[config.mk]
export PLATFORM = sky130hd
export DESIGN_NAME = dcc_channel_top
export DESIGN_NICKNAME = d
export VERILOG_FILES = /design/src/rtl/dcc_addr_step.v /design/src/rtl/dcc_irq.v /design/src/rtl/dcc_channel_top.v
export VERILOG_INCLUDE_DIRS = /design/src /design/src/rtl
export SDC_FILE = /design/constraint.sdc
export NUM_CORES = 1
export LEC_CHECK = 0
export BUFFER_PORTS_ARGS = -buffer_cell sky130_fd_sc_hd__buf_2
export CORE_MARGIN = 10
export CORE_UTILIZATION = 55
export DETAILED_ROUTE_END_ITERATION = 7
export PLACE_DENSITY = 0.9
export SYNTH_ARGS = -nofsm -noshare
export SYNTH_HDL_FRONTEND = slang
export SYNTH_SLANG_ARGS = --single-unit
[constraint.sdc]
create_clock -name CORE_CLK -period 11 [get_ports CORE_CLK]
set_input_delay 1.65 -clock CORE_CLK [delete_from_list [all_inputs] [get_ports CORE_CLK]]
set_output_delay 1.65 -clock CORE_CLK [all_outputs]
set_load 0.005 [all_outputs]
[src/rtl/dcc_defs.vh]
// Constants for the DMA channel control block: register byte addresses,
// control word fields, event bits, step and width encodings, reset values.
// Included by every file of the block by its bare name.
`ifndef DCC_DEFS_VH
`define DCC_DEFS_VH

// Register byte addresses on the Avalon-MM slave
`define DCC_OFS_CTL 24'hFF_E410
`define DCC_OFS_LIST 24'hFF_E414
`define DCC_OFS_LEN 24'hFF_E418
`define DCC_OFS_SRC 24'hFF_E41C
`define DCC_OFS_DST 24'hFF_E420
`define DCC_OFS_IRQ_STATUS 24'hFF_E424
`define DCC_OFS_IRQ_MASK 24'hFF_E428
`define DCC_OFS_STATE 24'hFF_E42C

// Control word field positions
`define DCC_CTL_EN 15
`define DCC_CTL_LOOP 14
`define DCC_CTL_SIZE_HI 13
`define DCC_CTL_SIZE_LO 12
`define DCC_CTL_DST_HI 11
`define DCC_CTL_DST_LO 10
`define DCC_CTL_SRC_HI 9
`define DCC_CTL_SRC_LO 8
`define DCC_CTL_IRQ 7
`define DCC_CTL_JUMP 6
`define DCC_CTL_EOF 5
`define DCC_CTL_HALT 4
`define DCC_CTL_CMD_HI 3
`define DCC_CTL_CMD_LO 0

// Reset values
`define DCC_RST_CTL 16'h0000
`define DCC_RST_ADDR 24'h00_0000
`define DCC_RST_LEN 16'h0000
`define DCC_RST_EVT 2'h0

// Event bits of the interrupt status and mask registers
`define DCC_EVT_BUF_DONE 0
`define DCC_EVT_CFG_ERR 1
`define DCC_EVT_W 2

// Address step encodings
`define DCC_STEP_FIXED 2'h0
`define DCC_STEP_INC 2'h1
`define DCC_STEP_DEC 2'h2
`define DCC_STEP_RSVD 2'h3

// Transfer width encodings and their byte counts
`define DCC_SIZE_BYTE 2'h0
`define DCC_SIZE_WORD 2'h1
`define DCC_SIZE_QUAD 2'h2
`define DCC_SIZE_RSVD 2'h3
`define DCC_BYTES_BYTE 24'h00_0001
`define DCC_BYTES_WORD 24'h00_0002
`define DCC_BYTES_QUAD 24'h00_0004

// Descriptor stride for the sequential list advance
`define DCC_LIST_STRIDE 24'h00_0010

`endif

[src/rtl/dcc_addr_step.v]
// Address stepper: next source or destination address after one transfer.
// Assumes the step and width codes are already checked for reserved values.
`timescale 1ns/1ps
`default_nettype none
`include "dcc_defs.vh"

module dcc_addr_step (
  input wire [23:0] addr,
  input wire [1:0] step,
  input wire [1:0] width,
  output reg [23:0] next_addr
);

  reg [23:0] amount;

  // Byte count of one transfer, then fixed, up or down
  always @* begin
    case (width)
      `DCC_SIZE_WORD: amount = `DCC_BYTES_WORD;
      `DCC_SIZE_QUAD: amount = `DCC_BYTES_QUAD;
      default: amount = `DCC_BYTES_BYTE;
    endcase
    case (step)
      `DCC_STEP_INC: next_addr = addr + amount;
      `DCC_STEP_DEC: next_addr = addr - amount;
      default: next_addr = addr; // Fixed address, reserved never reaches here
    endcase
  end

endmodule
`default_nettype wire

[src/rtl/dcc_irq.v]
// Interrupt status and mask: sticky event bits, write one to clear,
// mask gates them onto one level output. Assumes a synchronous reset copy.
`timescale 1ns/1ps
`default_nettype none
`include "dcc_defs.vh"

module dcc_irq (
  input wire clk,
  input wire rst_n,
  input wire [`DCC_EVT_W-1:0] event_set,
  input wire clear_wr,
  input wire [`DCC_EVT_W-1:0] clear_data,
  input wire mask_wr,
  input wire [`DCC_EVT_W-1:0] mask_data,
  output reg [`DCC_EVT_W-1:0] status,
  output reg [`DCC_EVT_W-1:0] mask,
  output wire irq
);

  wire [`DCC_EVT_W-1:0] clear_bits;

  assign clear_bits = clear_wr ? clear_data : `DCC_RST_EVT;

  // Sticky bits: a new event wins over a clear in the same cycle
  always @(posedge clk or negedge rst_n) begin
    if (!rst_n) begin
      status <= `DCC_RST_EVT;
      mask <= `DCC_RST_EVT;
    end else begin
      status <= (status & ~clear_bits) | event_set;
      if (mask_wr) begin
        mask <= mask_data;
      end
    end
  end

  // Level output while any unmasked bit stands
  assign irq = |(status & mask);

endmodule
`default_nettype wire

[src/rtl/dcc_channel_top.v]
// DMA channel control: control word, buffer sequencing in direct and
// linked-list operation, command bus and frame-end status capture.
// Assumes an Avalon-MM master on the register side, a memory mover on the
// transfer port, a descriptor port, and peripherals on the command port.
//
// How it works
// - Direct enable write or descriptor enable starts channel
// - Loop bit set leaves descriptor unwritten at close
// - Width field picks byte, word or quad
// - Destination step: fixed, increment or decrement
// - Source step: fixed, increment or decrement
// - Buffer done raises interrupt only if enabled
// - List pointer adds sixteen or loads next
// - Frame-end bit marks last buffer of frame
// - Halt bit stops list after current buffer
// - First transfer drives nibble with command strobe
// - Frame end fetches peripheral status into nibble
// - List mode writes nibble back to descriptor
// - Nibble is forwarded, never interpreted
// - List pointer low byte write starts list
// - Length drops by one per transfer
//
// Design decision made here: the Avalon-MM slave port.
`timescale 1ns/1ps
`default_nettype none
`include "dcc_defs.vh"

module dcc_channel_top (
  input wire CORE_CLK,
  input wire RST_B,
  input wire [23:0] AVS_ADDRESS,
  input wire AVS_READ,
  input wire AVS_WRITE,
  input wire [31:0] AVS_WRITEDATA,
  input wire [3:0] AVS_BYTEENABLE,
  output reg [31:0] AVS_READDATA,
  output wire AVS_WAITREQUEST,
  output wire IRQ,
  output wire XFER_REQ,
  output wire [23:0] XFER_SRC_ADDR,
  output wire [23:0] XFER_DST_ADDR,
  output wire [1:0] XFER_WIDTH,
  input wire XFER_DONE,
  output wire DESC_RD_REQ,
  output wire DESC_WR_REQ,
  output wire [23:0] DESC_ADDR,
  output wire [15:0] DESC_WR_CTL,
  input wire DESC_RD_ACK,
  input wire DESC_WR_ACK,
  input wire [15:0] DESC_CTL,
  input wire [15:0] DESC_LEN,
  input wire [23:0] DESC_SRC,
  input wire [23:0] DESC_DST,
  input wire [23:0] DESC_NEXT,
  output reg [3:0] PERIPH_CMD_BUS,
  output reg PERIPH_CMD_STROBE,
  output wire STATUS_REQ,
  input wire STATUS_ACK,
  input wire [3:0] STATUS_DATA
);

  localparam [3:0] ST_IDLE = 4'h0;
  localparam [3:0] ST_FETCH = 4'h1;
  localparam [3:0] ST_FIRST = 4'h2;
  localparam [3:0] ST_XFER = 4'h3;
  localparam [3:0] ST_END = 4'h4;
  localparam [3:0] ST_STATUS = 4'h5;
  localparam [3:0] ST_CLOSE = 4'h6;
  localparam [3:0] ST_WB = 4'h7;
  localparam [3:0] ST_NEXT = 4'h8;

  reg rst_meta;
  reg rst_sync;
  wire rst_n;
  reg [3:0] state;
  reg list_mode;
  reg [15:0] ctl;
  reg [23:0] list_pointer;
  reg [23:0] next_pointer;
  reg [15:0] length;
  reg [23:0] src_addr;
  reg [23:0] dst_addr;
  reg rd_valid;
  reg [`DCC_EVT_W-1:0] events;
  wire [23:0] next_src;
  wire [23:0] next_dst;
  wire [`DCC_EVT_W-1:0] irq_status;
  wire [`DCC_EVT_W-1:0] irq_mask;
  wire [1:0] transfer_width;
  wire [1:0] dest_step;
  wire [1:0] source_step;
  wire cfg_error;
  wire wr_ctl;
  wire wr_list;
  wire wr_len;
  wire wr_src;
  wire wr_dst;
  wire idle;

  // Reset: asynchronous assert, release through two flip-flops
  always @(posedge CORE_CLK or negedge RST_B) begin
    if (!RST_B) begin
      rst_meta <= 1'b0;
      rst_sync <= 1'b0;
    end else begin
      rst_meta <= 1'b1;
      rst_sync <= rst_meta;
    end
  end

  assign rst_n = rst_sync;

  // Control word fields
  assign transfer_width = ctl[`DCC_CTL_SIZE_HI:`DCC_CTL_SIZE_LO];
  assign dest_step = ctl[`DCC_CTL_DST_HI:`DCC_CTL_DST_LO];
  assign source_step = ctl[`DCC_CTL_SRC_HI:`DCC_CTL_SRC_LO];
  assign cfg_error = (transfer_width == `DCC_SIZE_RSVD) ||
                     (dest_step == `DCC_STEP_RSVD) ||
                     (source_step == `DCC_STEP_RSVD);
  assign idle = (state == ST_IDLE);

  // Register write decode
  assign wr_ctl = AVS_WRITE && (AVS_ADDRESS == `DCC_OFS_CTL);
  assign wr_list = AVS_WRITE && (AVS_ADDRESS == `DCC_OFS_LIST);
  assign wr_len = AVS_WRITE && (AVS_ADDRESS == `DCC_OFS_LEN) && idle;
  assign wr_src = AVS_WRITE && (AVS_ADDRESS == `DCC_OFS_SRC) && idle;
  assign wr_dst = AVS_WRITE && (AVS_ADDRESS == `DCC_OFS_DST) && idle;

  // Writes finish at once; reads wait one cycle for registered data
  assign AVS_WAITREQUEST = AVS_READ && !rd_valid;

  // Read data register and its valid flag
  always @(posedge CORE_CLK or negedge rst_n) begin
    if (!rst_n) begin
      AVS_READDATA <= 32'h0000_0000;
      rd_valid <= 1'b0;
    end else begin
      rd_valid <= AVS_READ && !rd_valid;
      if (AVS_READ && !rd_valid) begin
        case (AVS_ADDRESS)
          `DCC_OFS_CTL: AVS_READDATA <= {16'h0000, ctl};
          `DCC_OFS_LIST: AVS_READDATA <= {8'h00, list_pointer};
          `DCC_OFS_LEN: AVS_READDATA <= {16'h0000, length};
          `DCC_OFS_SRC: AVS_READDATA <= {8'h00, src_addr};
          `DCC_OFS_DST: AVS_READDATA <= {8'h00, dst_addr};
          `DCC_OFS_IRQ_STATUS: AVS_READDATA <= {30'h0000_0000, irq_status};
          `DCC_OFS_IRQ_MASK: AVS_READDATA <= {30'h0000_0000, irq_mask};
          `DCC_OFS_STATE: AVS_READDATA <= {27'h000_0000, list_mode, state};
          default: AVS_READDATA <= 32'h0000_0000;
        endcase
      end
    end
  end

  // Address steppers for source and destination
  dcc_addr_step u_src_step (
    .addr(src_addr),
    .step(source_step),
    .width(transfer_width),
    .next_addr(next_src)
  );

  dcc_addr_step u_dst_step (
    .addr(dst_addr),
    .step(dest_step),
    .width(transfer_width),
    .next_addr(next_dst)
  );

  // Interrupt status and mask
  dcc_irq u_irq (
    .clk(CORE_CLK),
    .rst_n(rst_n),
    .event_set(events),
    .clear_wr(AVS_WRITE && (AVS_ADDRESS == `DCC_OFS_IRQ_STATUS) && AVS_BYTEENABLE[0]),
    .clear_data(AVS_WRITEDATA[`DCC_EVT_W-1:0]),
    .mask_wr(AVS_WRITE && (AVS_ADDRESS == `DCC_OFS_IRQ_MASK) && AVS_BYTEENABLE[0]),
    .mask_data(AVS_WRITEDATA[`DCC_EVT_W-1:0]),
    .status(irq_status),
    .mask(irq_mask),
    .irq(IRQ)
  );

  // Handshake requests follow the state
  assign XFER_REQ = (state == ST_XFER);
  assign DESC_RD_REQ = (state == ST_FETCH);
  assign DESC_WR_REQ = (state == ST_WB);
  assign STATUS_REQ = (state == ST_STATUS);
  assign XFER_SRC_ADDR = src_addr;
  assign XFER_DST_ADDR = dst_addr;
  assign XFER_WIDTH = transfer_width;
  assign DESC_ADDR = list_pointer;
  assign DESC_WR_CTL = ctl;

  // Sequencer, control word and channel registers
  always @(posedge CORE_CLK or negedge rst_n) begin
    if (!rst_n) begin
      state <= ST_IDLE;
      list_mode <= 1'b0;
      ctl <= `DCC_RST_CTL;
      list_pointer <= `DCC_RST_ADDR;
      next_pointer <= `DCC_RST_ADDR;
      length <= `DCC_RST_LEN;
      src_addr <= `DCC_RST_ADDR;
      dst_addr <= `DCC_RST_ADDR;
      PERIPH_CMD_BUS <= 4'h0;
      PERIPH_CMD_STROBE <= 1'b0;
      events <= `DCC_RST_EVT;
    end else begin
      PERIPH_CMD_STROBE <= 1'b0;
      events <= `DCC_RST_EVT;
      // Software side of the register file
      if (wr_ctl && AVS_BYTEENABLE[0]) begin
        ctl[7:0] <= AVS_WRITEDATA[7:0];
      end
      if (wr_ctl && AVS_BYTEENABLE[1]) begin
        ctl[15:8] <= AVS_WRITEDATA[15:8];
      end
      if (wr_list && AVS_BYTEENABLE[0]) begin
        list_pointer[7:0] <= AVS_WRITEDATA[7:0];
      end
      if (wr_list && AVS_BYTEENABLE[1]) begin
        list_pointer[15:8] <= AVS_WRITEDATA[15:8];
      end
      if (wr_list && AVS_BYTEENABLE[2]) begin
        list_pointer[23:16] <= AVS_WRITEDATA[23:16];
      end
      if (wr_len) begin
        length <= AVS_WRITEDATA[15:0];
      end
      if (wr_src) begin
        src_addr <= AVS_WRITEDATA[23:0];
      end
      if (wr_dst) begin
        dst_addr <= AVS_WRITEDATA[23:0];
      end
      // Sequencer; hardware updates below take priority over software
      case (state)
        ST_IDLE: begin
          if (wr_list && AVS_BYTEENABLE[0]) begin
            list_mode <= 1'b1;
            state <= ST_FETCH;
          end else if (wr_ctl && AVS_BYTEENABLE[1] && AVS_WRITEDATA[`DCC_CTL_EN]) begin
            list_mode <= 1'b0;
            state <= ST_FIRST;
          end
        end
        ST_FETCH: begin
          if (DESC_RD_ACK) begin
            ctl <= DESC_CTL;
            length <= DESC_LEN;
            src_addr <= DESC_SRC;
            dst_addr <= DESC_DST;
            next_pointer <= DESC_NEXT;
            if (DESC_CTL[`DCC_CTL_EN]) begin
              state <= ST_FIRST;
            end else begin
              list_mode <= 1'b0;
              state <= ST_IDLE;
            end
          end
        end
        ST_FIRST: begin
          if (cfg_error) begin
            events[`DCC_EVT_CFG_ERR] <= 1'b1;
            ctl[`DCC_CTL_EN] <= 1'b0;
            list_mode <= 1'b0;
            state <= ST_IDLE;
          end else if (length == 16'h0000) begin
            state <= ST_END;
          end else begin
            // Nibble goes out untouched with a one-cycle strobe
            PERIPH_CMD_BUS <= ctl[`DCC_CTL_CMD_HI:`DCC_CTL_CMD_LO];
            PERIPH_CMD_STROBE <= 1'b1;
            state <= ST_XFER;
          end
        end
        ST_XFER: begin
          if (XFER_DONE) begin
            length <= length - 16'h0001;
            src_addr <= next_src;
            dst_addr <= next_dst;
            if (length == 16'h0001) begin
              state <= ST_END;
            end
          end
        end
        ST_END: begin
          if (ctl[`DCC_CTL_EOF]) begin
            state <= ST_STATUS;
          end else begin
            state <= ST_CLOSE;
          end
        end
        ST_STATUS: begin
          if (STATUS_ACK) begin
            ctl[`DCC_CTL_CMD_HI:`DCC_CTL_CMD_LO] <= STATUS_DATA;
            state <= ST_CLOSE;
          end
        end
        ST_CLOSE: begin
          if (list_mode && !ctl[`DCC_CTL_LOOP]) begin
            state <= ST_WB;
          end else begin
            state <= ST_NEXT;
          end
        end
        ST_WB: begin
          if (DESC_WR_ACK) begin
            state <= ST_NEXT;
          end
        end
        ST_NEXT: begin
          events[`DCC_EVT_BUF_DONE] <= ctl[`DCC_CTL_IRQ];
          if (list_mode) begin
            if (ctl[`DCC_CTL_JUMP]) begin
              list_pointer <= next_pointer;
            end else begin
              list_pointer <= list_pointer + `DCC_LIST_STRIDE;
            end
            if (ctl[`DCC_CTL_HALT]) begin
              ctl[`DCC_CTL_EN] <= 1'b0;
              list_mode <= 1'b0;
              state <= ST_IDLE;
            end else begin
              state <= ST_FETCH;
            end
          end else begin
            ctl[`DCC_CTL_EN] <= 1'b0;
            state <= ST_IDLE;
          end
        end
        default: begin
          state <= ST_IDLE;
        end
      endcase
      // Software clearing the enable aborts an active channel
      if (!idle && wr_ctl && AVS_BYTEENABLE[1] && !AVS_WRITEDATA[`DCC_CTL_EN]) begin
        ctl[`DCC_CTL_EN] <= 1'b0;
        list_mode <= 1'b0;
        state <= ST_IDLE;
      end
    end
  end

endmodule
`default_nettype wire

Yosys cells after proc, flatten, opt, wreduce, memory -nomap -nowiden. Index checks and enable logic that the tools add are counted.

Register bits: 179. Input port bits: 176. Output and inout port bits: 133. Logic and storage cells: 167.

$add $sub $neg: 6. Equality and inequality tests: 36. Multiplexer cells: 65. Bitwise gates (word level): 6. Reduce and logical (&&, ||, !) cells: 37.

Operator list (number): 24-bit two-way mux (9); 24-bit == test, second input constant (8); 24-bit one-hot mux with 2 select lines (4); 24-bit one-hot mux with 8 select lines (1); 16-bit two-way mux (4); 24-bit by 3-bit adder with 24-bit output (2); 4-bit two-way mux (12); 24-bit by 3-bit subtractor with 24-bit output (2); 8-bit two-way mux (5); 4-bit one-hot mux with 9 select lines (1); 16-bit one-hot mux with 2 select lines (1); 24-bit by 5-bit adder with 24-bit output, second input constant (1); 1-bit logical AND (23); 1-bit two-way mux (19); 16-bit by 1-bit == test with 1-bit output, second input constant (1); 4-bit by 3-bit == test with 1-bit output, second input constant (4); 16-bit zero test (1); 16-bit by 1-bit subtractor with 16-bit output, second input constant (1); 3-bit by 1-bit != test with 1-bit output, second input constant (5); 2-bit == test, second input constant (6); 11-bit two-way mux (1); 4-bit by 2-bit == test with 1-bit output, second input constant (2); 4-bit by 2-bit != test with 1-bit output, second input constant (2); 4-bit one-hot mux with 2 select lines (1); 24 further kinds (34).

Logic depth before layout (Yosys ltp).
Word-level depth: 8. Gate-level depth with buffers: 13.

Modules after synthesis. From an unflattened synthesis, not the netlist that was laid out.

Cell total of the unflattened synthesis: 1476. Area total of the unflattened synthesis: 13196.4 µm².

By module, submodules not included: dcc_channel_top (times used 1, cells each 969, area an instance 9698.1 µm², sequential area each 4179.0 µm²); dcc_addr_step at u_dst_step (times used 1, cells each 267, area an instance 1794.2 µm², sequential area each 0.0 µm²); dcc_addr_step at u_src_step (times used 1, cells each 229, area an instance 1542.7 µm², sequential area each 0.0 µm²); dcc_irq (times used 1, cells each 11, area an instance 161.4 µm², sequential area each 100.1 µm²).

Least setup slack after synthesis. Ideal clock, no wire load.

Path kind: in2reg. Start: input AVS_ADDRESS[12]. End: register state[1]. Library setup time: 125 ps. Arrival time: 3691 ps. Path slack: 7183 ps. Stages: 9. Cell sequence: or4_1 -> buf_6 -> nor4_4 -> and3_1 -> buf_6 -> and2b_4 -> or2_1 -> a21oi_2 -> mux2_4.

Word-level cells in the longest chain between the ends: 7. Elaborated cells between the ends (all ways): 20.

RTL lines: from (decl) (line dcc_channel_top.v:31) `input wire [23:0] AVS_ADDRESS,`; 24-bit == test; 1-bit logical AND (line dcc_channel_top.v:123) `` assign wr_ctl = AVS_WRITE && (AVS_ADDRESS == `DCC_OFS_CTL); ``; 1-bit logical AND (3 in a row) (line dcc_channel_top.v:338) `` if (!idle && wr_ctl && AVS_BYTEENABLE[1] && !AVS_WRITEDATA[`DCC_CTL_EN]) begin ``; 4-bit by 1-bit != test with 1-bit output (no source line) / 3-bit by 1-bit != test with 1-bit output (equally long branches); 6-bit AND reduction (no source line); to (signal assigned) (line dcc_channel_top.v:330) `state <= ST_IDLE;`; to (signal assigned) (line dcc_channel_top.v:334) `state <= ST_IDLE;`; to (signal assigned) (line dcc_channel_top.v:341) `state <= ST_IDLE;`; to (decl) (line dcc_channel_top.v:75) `reg [3:0] state;`.

Parallel ways exist; a longest one is shown, timed or not. A chain may end at the register's enable or synchronous reset.

Worst setup path after layout.
Start: register ctl[12], in the netlist DESC_WR_CTL[12]. End: register dst_addr[23], in the netlist XFER_DST_ADDR[23].

Word-level cells in the longest chain between the ends: 6. Elaborated cells between the ends (all ways): 8.

RTL lines: from (decl) (line dcc_channel_top.v:77) `reg [15:0] ctl;`; from (signal assigned) (line dcc_channel_top.v:200) `` ctl <= `DCC_RST_CTL; ``; from (signal assigned) (line dcc_channel_top.v:217) `ctl[15:8] <= AVS_WRITEDATA[15:8];`; 2-bit == test / 2-bit by 1-bit == test with 1-bit output (equally long branches) (line dcc_addr_step.v:18) `case (width)`; 3-bit one-hot mux with 2 select lines (*) (line dcc_addr_step.v:18); 24-bit by 3-bit subtractor with 24-bit output / 24-bit by 3-bit adder with 24-bit output (equally long branches) (line dcc_addr_step.v:25, dcc_addr_step.v:24); 24-bit one-hot mux with 2 select lines (*) (line dcc_addr_step.v:23) `case (step)`; 24-bit two-way mux (*) (line dcc_channel_top.v:279) `if (XFER_DONE) begin`; 24-bit one-hot mux with 2 select lines (*) (line dcc_channel_top.v:238) `case (state)`; to (signal assigned) (line dcc_channel_top.v:205) `` dst_addr <= `DCC_RST_ADDR; ``; to (signal assigned) (line dcc_channel_top.v:235) `dst_addr <= AVS_WRITEDATA[23:0];`; to (signal assigned) (line dcc_channel_top.v:282) `dst_addr <= next_dst;`; to (decl) (line dcc_channel_top.v:82) `reg [23:0] dst_addr;`.

Every way passes the cells marked *; elsewhere a longest branch is shown, timed or not.

==> summary.md <==
| Metric | Value |
|---|---|
| Status | finished, violations left |
| Failing checks | design-rule violations |
| Min cycle time layout | about 4.4 ns |
| Peak supply drop | 0.143 mV |
| Area Overhead vs Synth | 18.4% |
| Placement Cell Area | 13700 sq um |
| Worst Skew | ~0.02 ns |
| Slew headroom | 0.276 |
| Clock sink count | 171 |
| Crit path arrival time | 4.69 ns |
| Number of global-route vias before repair | 12.5k |
| Slew Viols, Final | 0 |
| H-tree Lvls | 4 |
| Clock slew at reported path FFs | around 0.080 ns |
| Routed WL per cell | 24.0 microns |
| Vias post-DR | 12.8k |
| Total negative slack | 0 ns |
| Most common cell after layout, fill and taps aside | buf_2 |
| Main synth FF type | dfrtp_1 |
| Mapped Cells | around 1.4k |
| Number of synthesized flops with an enable pin | 0 |
| Ports | 309 |
| Vias per inst | around 6.6 |
| Max Cap Viol | 0 |
| Syn. warnings | 0 |
| Detailed placement HPWL | 35500 microns |
| Total track usage | 0.315 |
| Leak | 6.80 nW |
| Crit. End Element | flop |
| Total power | 3.93 mW |
| Share of layout cells above drive strength 1 | 0.227 |
| CTS buffer count | 17 |
| CTS root buf | clkbuf_16 |
| CTS max path bufs | 2 |
| Slowest stage delay, CP | 0.76 ns |
| Final setup vio count | 0 |
| CP delay by family, top | compound AO/OA/AOI/OAI gates |
| Final wirelength | around 47000 microns |
| Crit Path Class | flop to flop |
| Post-place setup slack | ~6.3 ns |
| Die area | 28300 sq um |
| Largest net degree at the start of global routing | 72 |
| Seq/Total Area, Yosys | 0.354 |
| Initial antenna violation count | 1 |
| CTS Hold Bufs | 0 |
| Synth async-reset ratio | 1.00 |
| Netlist Area Pre-Place | ~12000 sq um |
| Final worst-path cycle share | 0.397 |
| First-pass DRT Iterations | 8 |
| Clock latency at the later pin of the worst-skew pair | 0.45 ns |
| Number of diodes | 0 |
| Core area | about 22000 sq um |
| Highest Clock Rate | 0.229 GHz |
| PnR worst setup slack | 6.63 ns |
| Grt total ovfl | 0 |
| Layout Nets | 1884 |
| Most frequent cells in the layout | buf_2, nand2_1, dfrtp_1, o21ai_0, a21oi_1 |
| Min-Delay Path Class | flop to async pin |
| Initial DRC Count | 1909 |
| TritonCTS clock tree | built |
| Design area | roughly 14000 sq um |
| Cell area power density | approximately 270 nW/um^2 |
| RSZ-0062 raised after global routing | no |
| CP max-delay cell | o311ai_0 |
| Hold Vio Cnt, Final | 0 |
| Critical path data required time | 11.33 ns |
| # port buffers | 291 |
| Worst-path cell chain | inv_1 -> ha_1 -> mux2i_1 -> ha_1 -> nor2_1 -> a21oi_1 -> a21oi_1 -> o311ai_0 -> nand2_1 -> o311ai_0 -> a31oi_1 -> a2bb2oi_1 |
| DRC | 24 |
| Post-CTS Resized | 0 |
| Die Height | ~170 microns |
| Post-Syn Area per Cell | 8.66 sq um |
| Die X | ~170 microns |
| Fill cells | between 1.5k and 2k |
| Worst path bufs/invs | 1 |
| Netlist cell types | 83 |
| Yosys reg bits | 171 |
| Final ANT Viol Nets | 0 |
| CP startpoint kind | flop |
| Rows | 54 |
| GP Congestion | roughly 0.98 |
| Crit Path Max Fanout | 8 |
| Initial Util | 0.556 |
| Worst-Margin Slew | between 1 and 1.5 ns |
| Post-CTS Setup Repair Bufs | 0 |
| First-pass GRT wire length | 71300 microns |
-- synthesized netlist by cell type (26+ instances only) --
cell type | instances | area (sq um)
a21o_1 | 26 | 195
a21oi_1 | 103 | 515
a222oi_1 | 33 | 330
a22oi_1 | 42 | 315
and3_1 | 26 | 163
clkbuf_1 | 60 | 225
dfrtp_1 | 171 | 4280
ha_1 | 60 | 751
inv_1 | 33 | 124
mux2i_1 | 57 | 571
nand2_1 | 201 | 754
nor2_1 | 84 | 315
o21ai_0 | 115 | 576
xnor2_1 | 33 | 289
xor2_1 | 30 | 263
-- area by class of cell --
type	instances	area (sq um)	area share
timing repair buffer	310	1600	0.112
sequential	171	4280	0.299
clock buffer	18	439	0.0307
clock inverter	14	179	0.0125
inverter	33	124	0.00866
tap	280	350	0.0245
multi-input combinational	1113	7330	0.513
-- stage by stage --
| step | util | cells | hold slack [ns] |
|---|---|---|---|
| 2_1_floorplan | - | 1403 | 0.331 |
| 3_3_place_gp | 0.629 | 1907 | 0.337 |
| 3_5_place_dp | 0.629 | 1907 | 0.347 |
| 4_1_cts | 0.658 | 1939 | 0.364 |
| 5_1_grt | 0.658 | 1939 | 0.366 |
| 6_report | 0.658 | 1939 | 0.343 |
-- worst paths after layout --
path / start / endpoint / slack (ns) / depth (start not counted)
min in group CORE_CLK: rst_meta$_DFF_PN0_ / rst_n$_DFF_PN0_ / 0.36 / 0
worst max-delay path: DESC_WR_CTL[12]$_DFF_PN0_ / XFER_DST_ADDR[23]$_DFFE_PN0P_ / 6.63 / 12
worst min register to register: rst_n$_DFF_PN0_ / PERIPH_CMD_BUS[1]$_DFFE_PN0P_ / 0.34 / 0
worst max register to register: DESC_WR_CTL[12]$_DFF_PN0_ / XFER_DST_ADDR[23]$_DFFE_PN0P_ / 6.63 / 12
max in group asynchronous: rst_n$_DFF_PN0_ / AVS_READDATA[22]$_DFFE_PN0P_ / 8.51 / 2
worst min-delay path: rst_n$_DFF_PN0_ / PERIPH_CMD_BUS[1]$_DFFE_PN0P_ / 0.34 / 0
-- where the power goes --
group	total, mW	switching (mW)	internal [mW]
combinational	2.07	1.20	0.875
clock	0.648	0.296	0.352
sequential	1.20	0.355	0.848
-- kinds of logic after synthesis --
group | after synthesis | synth area share
AOI/OAI and AO/OA | 463 | 0.255
xor gates and xnor gates | 63 | 0.0456
adders and majority gates | 63 | 0.0662
buffers and inverters | 119 | 0.0425
DFF | 171 | 0.354
muxes | 67 | 0.0571
other | 2 | 0.000621
and+or+nand+nor | 448 | 0.179
-- layer usage --
layer	vias up	global-route usage	wire (microns)
met5	-	0	0
met4	0	0.129	1730
met3	143	0.0927	6450
met2	920	0.470	20600
met1	6048	0.417	17800
li1	5694	-	-
-- registers in the layout, summed over array words and instances, names as in the netlist --
register,cells
DESC_ADDR,24
u_irq.mask,2
list_mode,1
next_pointer,24
PERIPH_CMD_STROBE,1
DESC_WR_CTL,16
rst_n,1
XFER_SRC_ADDR,24
rd_valid,1
PERIPH_CMD_BUS,4
AVS_READDATA,24
length,16
XFER_DST_ADDR,24
u_irq.status,2
state,4
events,2
rst_meta,1
-- worst reg2reg max path, cell delays in order (launching register included) --
cell and delay (ns):
dfrtp_1 0.67, inv_1 0.15, ha_1 0.41, mux2i_1 0.32, ha_1 0.23, nor2_1 0.05
a21oi_1 0.26, a21oi_1 0.20, o311ai_0 0.76, nand2_1 0.21, o311ai_0 0.66, a31oi_1 0.17
a2bb2oi_1 0.15
(Power assumes the default switching activity.)
